==> config.mk <==
export PLATFORM = sky130hd
export DESIGN_NAME = program_counter_stack_paging
export DESIGN_NICKNAME = d
export VERILOG_FILES = /design/src/common/pc_seq_pkg.sv /design/src/hdl/program_counter_stack_paging.sv
export VERILOG_INCLUDE_DIRS = /design/src /design/src/common
export SDC_FILE = /design/constraint.sdc
export NUM_CORES = 1
export LEC_CHECK = 0
export ABC_AREA = 1
export CAP_MARGIN = 15
export CORE_UTILIZATION = 65
export CTS_CLUSTER_DIAMETER = 50
export DETAILED_ROUTE_END_ITERATION = 10
export DONT_BUFFER_PORTS = 1
export GPL_TIMING_DRIVEN = 0
export PLACE_DENSITY = 0.89
export SYNTH_ARGS = -nofsm -noshare
export SYNTH_HDL_FRONTEND = slang
export SYNTH_SLANG_ARGS = --single-unit
==> constraint.sdc <==
create_clock -name ref_clk_i -period 6 [get_ports ref_clk_i]
set_clock_uncertainty 0.15 [all_clocks]
set_input_delay 1.2 -clock ref_clk_i [delete_from_list [all_inputs] [get_ports ref_clk_i]]
set_output_delay 1.2 -clock ref_clk_i [all_outputs]
set_load 0.02 [all_outputs]
==> src/common/pc_seq_consts.svh <==
`ifndef PC_SEQ_CONSTS_SVH
`define PC_SEQ_CONSTS_SVH

// program counter geometry
`define PC_W 13
`define PC_LOW_W 8
`define PC_UPPER_W 5
`define LATCH_W 5
`define JUMP_W 11
`define PAGE_W 2
`define PAGE_LSB 3

// return stack geometry
`define STACK_DEPTH 8

// reset and vector values
`define PC_RESET 13'h0000
`define LATCH_RESET 5'h00
`define VECTOR_ADDR 13'h0004

`endif

==> src/common/pc_seq_pkg.sv <==
`include "pc_seq_consts.svh"

package pc_seq_pkg;

    // sequencing action requested by decode for this cycle
    typedef enum logic [3:0] {
        OP_HOLD,
        OP_STEP,
        OP_JUMP,
        OP_CALL,
        OP_RETURN,
        OP_RETURN_LITERAL,
        OP_RETURN_INTERRUPT,
        OP_VECTOR,
        OP_WRITE_LOW
    } pc_op_e;

    typedef logic [`PC_W-1:0] pc_addr_t;
    typedef logic [`LATCH_W-1:0] latch_t;

    // one command from the execute stage
    typedef struct packed {
        pc_op_e op;
        logic [`JUMP_W-1:0] target;
        logic [`PC_LOW_W-1:0] low_data;
    } pc_cmd_s;

    // software write to pc_high_latch
    typedef struct packed {
        logic we;
        latch_t data;
    } latch_wr_s;

endpackage

==> src/hdl/program_counter_stack_paging.sv <==
`timescale 1ns/1ps
// Function
// - 13-bit counter, low byte readable and writable
// - upper bits hidden, no direct write; set from latch, stack or branch
// - any reset clears the upper counter bits
// - low-byte write loads upper bits from latch
// - call/jump: 11 instruction bits, latch page bits
// - eight-deep 13-bit stack, pointer hidden
// - push on call and interrupt vectoring
// - pop on the three return kinds
// - push and pop never touch the latch
// - stack wraps circularly, oldest entry overwritten
// - no overflow or underflow indication
// - 8K word space in 2K pages
// - return restores whole counter from stack
`include "pc_seq_consts.svh"

module program_counter_stack_paging
    import pc_seq_pkg::*;
#(
    parameter int STACK_DEPTH = `STACK_DEPTH,
    parameter pc_addr_t VECTOR_ADDR = `VECTOR_ADDR
) (
    // clock and reset
    input wire logic ref_clk_i,
    input wire logic resetn_i,
    // command from decode and execute
    input wire pc_cmd_s cmd_i,
    // software write of pc_high_latch
    input wire latch_wr_s latch_wr_i,
    // fetch address and software-visible views
    output logic [`PC_W-1:0] pc_o,
    output logic [`PC_LOW_W-1:0] pc_low_byte_reg_o,
    output logic [`LATCH_W-1:0] pc_high_latch_o
);

    localparam int PTR_W = $clog2(STACK_DEPTH);

    // the pointer wraps by plain overflow, so only powers of two are served
    if (STACK_DEPTH < 2 || (1 << PTR_W) != STACK_DEPTH) begin : g_bad_depth
        $error("STACK_DEPTH must be a power of two, at least 2");
    end

    // counter, latch and stack state
    pc_addr_t pc;
    pc_addr_t next_pc;
    latch_t pc_high_latch;
    latch_t next_pc_high_latch;
    pc_addr_t stack [STACK_DEPTH];
    pc_addr_t next_stack [STACK_DEPTH];
    logic [PTR_W-1:0] sp;
    logic [PTR_W-1:0] next_sp;

    // decoded stack actions
    logic push;
    logic pop;
    pc_addr_t push_value;
    logic [PTR_W-1:0] top;

    // stack action decode; returns of every kind share one pop path
    always_comb begin
        push = 1'b0;
        pop = 1'b0;
        push_value = pc;
        case (cmd_i.op)
            OP_CALL: begin
                push = 1'b1;
                push_value = pc + 13'h0001; // resume after the call
            end
            OP_VECTOR: begin
                push = 1'b1;
                push_value = pc; // interrupted instruction has not run
            end
            OP_RETURN, OP_RETURN_LITERAL, OP_RETURN_INTERRUPT: begin
                pop = 1'b1;
            end
            default: begin
                push = 1'b0;
                pop = 1'b0;
            end
        endcase
    end

    // entry below the pointer is the most recent push
    assign top = sp - {{(PTR_W-1){1'b0}}, 1'b1};

    // next program counter
    always_comb begin
        next_pc = pc;
        case (cmd_i.op)
            OP_HOLD: begin
                next_pc = pc;
            end
            OP_STEP: begin
                next_pc = pc + 13'h0001; // wraps at 8K words
            end
            OP_JUMP, OP_CALL: begin
                // page bits from the latch, offset from the opcode
                next_pc = {pc_high_latch[`PAGE_LSB +: `PAGE_W], cmd_i.target};
            end
            OP_RETURN, OP_RETURN_LITERAL, OP_RETURN_INTERRUPT: begin
                next_pc = stack[top]; // latch page bits ignored
            end
            OP_VECTOR: begin
                next_pc = VECTOR_ADDR;
            end
            OP_WRITE_LOW: begin
                // computed jumps land here too; no carry into the upper bits
                next_pc = {pc_high_latch, cmd_i.low_data};
            end
            default: begin
                next_pc = pc;
            end
        endcase
    end

    // latch moves only on a software write, never on stack traffic
    always_comb begin
        next_pc_high_latch = pc_high_latch;
        if (latch_wr_i.we) begin
            next_pc_high_latch = latch_wr_i.data;
        end
    end

    // stack: pointer wraps silently, so a ninth push lands on the first slot
    always_comb begin
        for (int i = 0; i < STACK_DEPTH; i++) begin
            next_stack[i] = stack[i];
        end
        next_sp = sp;
        if (push) begin
            next_stack[sp] = push_value;
            next_sp = sp + {{(PTR_W-1){1'b0}}, 1'b1};
        end else if (pop) begin
            next_sp = top; // underflow wraps without a flag
        end
    end

    // state registers; stack contents are cleared too, for clean reruns
    always_ff @(posedge ref_clk_i) begin
        if (!resetn_i) begin
            pc <= `PC_RESET;
            pc_high_latch <= `LATCH_RESET;
            sp <= '0;
            for (int i = 0; i < STACK_DEPTH; i++) begin
                stack[i] <= `PC_RESET;
            end
        end else begin
            pc <= next_pc;
            pc_high_latch <= next_pc_high_latch;
            sp <= next_sp;
            for (int i = 0; i < STACK_DEPTH; i++) begin
                stack[i] <= next_stack[i];
            end
        end
    end

    // outputs come straight from the registers
    assign pc_o = pc;
    assign pc_low_byte_reg_o = pc[`PC_LOW_W-1:0];
    assign pc_high_latch_o = pc_high_latch;
endmodule

==> summary.md <==
| Metric | Value |
|---|---|
| Die H | approximately 100 um |
| First DRT Iteration DRCs | between 1k and 1.5k |
| Final wirelength | 21.49 mm |
| Gate Count Post-Synth | around 1.0k |
| Top-area cell type share of the netlist area | a little under two fifths |
| Largest net degree at the start of global routing | 17 |
| Max Cap Viol | 0 |
| Dpl cells | around 1.2k |
| Crit end category | flip-flop |
| Ports | 57 |
| Worst slew pin tran | about 960 ps |
| RSZ-0062 raised after global routing | false |
| Pre-antenna DRT Iters | 6 |
| Fin Setup TNS | 0 ps |
| YS warnings | 0 |
| Number of fill cells | around 730 |
| Synth Area per Inst | between 6 and 7 um^2 |
| Number of nets with antenna violations after routing | 0 |
| # diodes | 0 |
| Buffer count from post-CTS setup fixing | 0 |
| Pwr dens | around 310 mW/mm^2 |
| Reg clk slew, reported paths | 60 ps |
| Die footprint | approximately 0.011 mm^2 |
| Slowest CP cell | clkbuf_1 |
| Die width | about 100 um |
| Ranking of synthesized cells by area | dfxtp_1 (37%), nand2_1 (13%), nand3_1 (9.5%), inv_1 (7.8%), a21oi_1 (7.2%) |
| Cell with the most instances after synthesis | nand2_1 |
| Multi-input logic area | between 0.003 and 0.004 mm^2 |
| Min-delay worst type | flip-flop to flip-flop |
| Maximum VDD drop | about 280 uV |
| Register area share after synthesis | 37.45% |
| Post-synth top area cell | dfxtp_1 |
| H-tree depth reported by CTS | 4 |
| Post-synth EDFFs | 0 |
| Initial antenna violation count | 0 |
| # rows | 36 |
| Run status | completed |
| Final Net Count | 1100 |
| Via Count | 7254 |
| TritonCTS buffer count | 17 |
| Post-synthesis sequential element count | about 130 |
| Clock root buffer | clkbuf_8 |
| Top post-synthesis cells by count | nand2_1 (236), inv_1 (138), nand3_1 (127) |
| Ys flop type | dfxtp_1 |
| Initial Utilization | ~68% |
| DP HPWL | roughly 14 mm |
| PortBufs | 0 |
| Overflow after GRT | 0 |
| Kind of critical path | flip-flop to flip-flop |
| CP max FO | 10 |
| Wire per inst | between 15 and 20 um |
| Fin crit period | 3647 ps |
| Fin cells | 1212 |
| Crit-path cells | inv_2, buf_2, clkbuf_1, ha_1, buf_2, clkinv_1, clkbuf_1, a21oi_1, o21ai_0, nand3_1, nand3_1, a21oi_1 |
| Relative slew margins | approximately 36% |
| Fin crit share | around three fifths |
| Via density | about 6 |
| Drt drc | 0 |
| Final setup viols | 0 |
| Buffers plus inverters on the worst setup path | 6 |
| First-pass GRT wire length | 33.38 mm |
| Final Max Tran Viols | 0 |
| WP data required | 6320 ps |
| Crit-path max cell delay | ~480 ps |
| Top delay family on crit path | buffers and inverters |
| TritonCTS clock tree | built |
| Hold_buf cts | 0 |
| CTS resizes | 0 |
| Mapped cell area | around 0.0067 mm^2 |
| Ys async rst share | 0% |
| GP Congestion | approximately 0.95 |
| GRT Overall Usage | 42.51% |
| Layout cells sized above 1 | 8.434% |
| Clock Tree Buf Depth | 2 |
| Reg area | roughly 0.0025 mm^2 |
| Vias in the first global route | between 6k and 7k |
| Startpoint Class | flip-flop |
| # clock sinks | between 100 and 150 |
| Fin. Hold Viols | 0 |
| Core Region | 0.009864 mm^2 |
| Synth unique cells | 30 |
| Syn-to-layout area delta | 11.76% |
| Arr. time, crit path | just under 4000 ps |
| Peak Freq | between 200 and 300 MHz |
| Worst-Skew Late Latency | 540 ps |
| Net count after synthesis | around 1.1k |
| Leak | between 3 and 4 nW |
## final timing paths
check | start | endpoint | slack, ps | cells after the start
setup reg to reg | sp[0] | pc_o[1] | 2350 | 12
setup / recovery | sp[0] | pc_o[1] | 2350 | 12
hold / removal | stack[3][0] | stack[3][0] | 320 | 2
hold reg to reg | stack[3][0] | stack[3][0] | 320 | 2
## worst min-delay path, stage by stage (launching register included)
cell and delay (ps):
dfxtp_1 310, nand2_1 60, a21oi_1 60
## sequential cells by signal (all words and copies together), names as in the netlist
register	count
stack	104
pc_o	13
pc_high_latch_o	5
sp	3
## layer usage
metal / wire, um / up-vias / part of all wire, % / track usage (%)
met2: 9509 / 526 / 44 / 61.74
met1: 8008 / 3249 / 37 / 52.24
met5: 0 / - / 0 / 0
met4: 1143 / 0 / 5.3 / 25.14
li1: - / 3377 / - / -
met3: 2833 / 102 / 13 / 18.35
## power by group
part	switching [W]	internal, W	total (W)
registers	0.0000417	0.000855	0.000896
clock network	0.000398	0.000685	0.00108
logic	0.000270	0.000100	0.000370
total	0.000710	0.00164	0.00235
## through the flow
step	hold WS (ps)	power [W]	area [um^2]	util, %	setup WS (ps)
finish	316.2	0.002350	7468	75.71	2353
floorplan	279.2	0.001152	6683	-	3585
detailed placement	294.5	0.001254	6849	69.43	2701
global route	332.9	0.002420	7468	75.71	2188
global placement	289.5	0.001248	6849	69.43	2760
CTS	311.2	0.002317	7468	75.71	2640
## cell usage in the layout, fill, tap and decap left out, drive strengths merged
cell / instances
nor3: 2
clkbuf: 40
xor2: 4
nand2: 239
or2: 1
o211ai: 8
o21ai: 95
a31oi: 1
a21oi: 96
buf: 36
nor2: 125
ha: 3
inv: 149
bufinv: 4
xnor2: 2
nand3: 127
clkinv: 8
dfxtp: 125
clkinvlp: 4
nand4: 10
## logic make-up (layout without fill, tap and decap cells)
| kind of cell | Yosys count | after routing | synth area share, % |
|---|---|---|---|
| xor+xnor | 6 | 6 | 0.8989 |
| flops | 125 | 125 | 37.45 |
| compound gates | 200 | 200 | 15.30 |
| buf+inv | 209 | 241 | 13.07 |
| fa+ha+maj | 3 | 3 | 0.5618 |
| simple gates | 504 | 504 | 32.73 |
## cell type report
cell class | instances | share of cell area, %
multi-input combinational | 713 | 44.28
tap | 133 | 2.228
clock inverter | 14 | 2.563
inverter | 151 | 7.623
clock buffer | 18 | 5.730
sequential | 125 | 33.51
buffer | 58 | 4.071
Power figures use the tool's default switching activity.
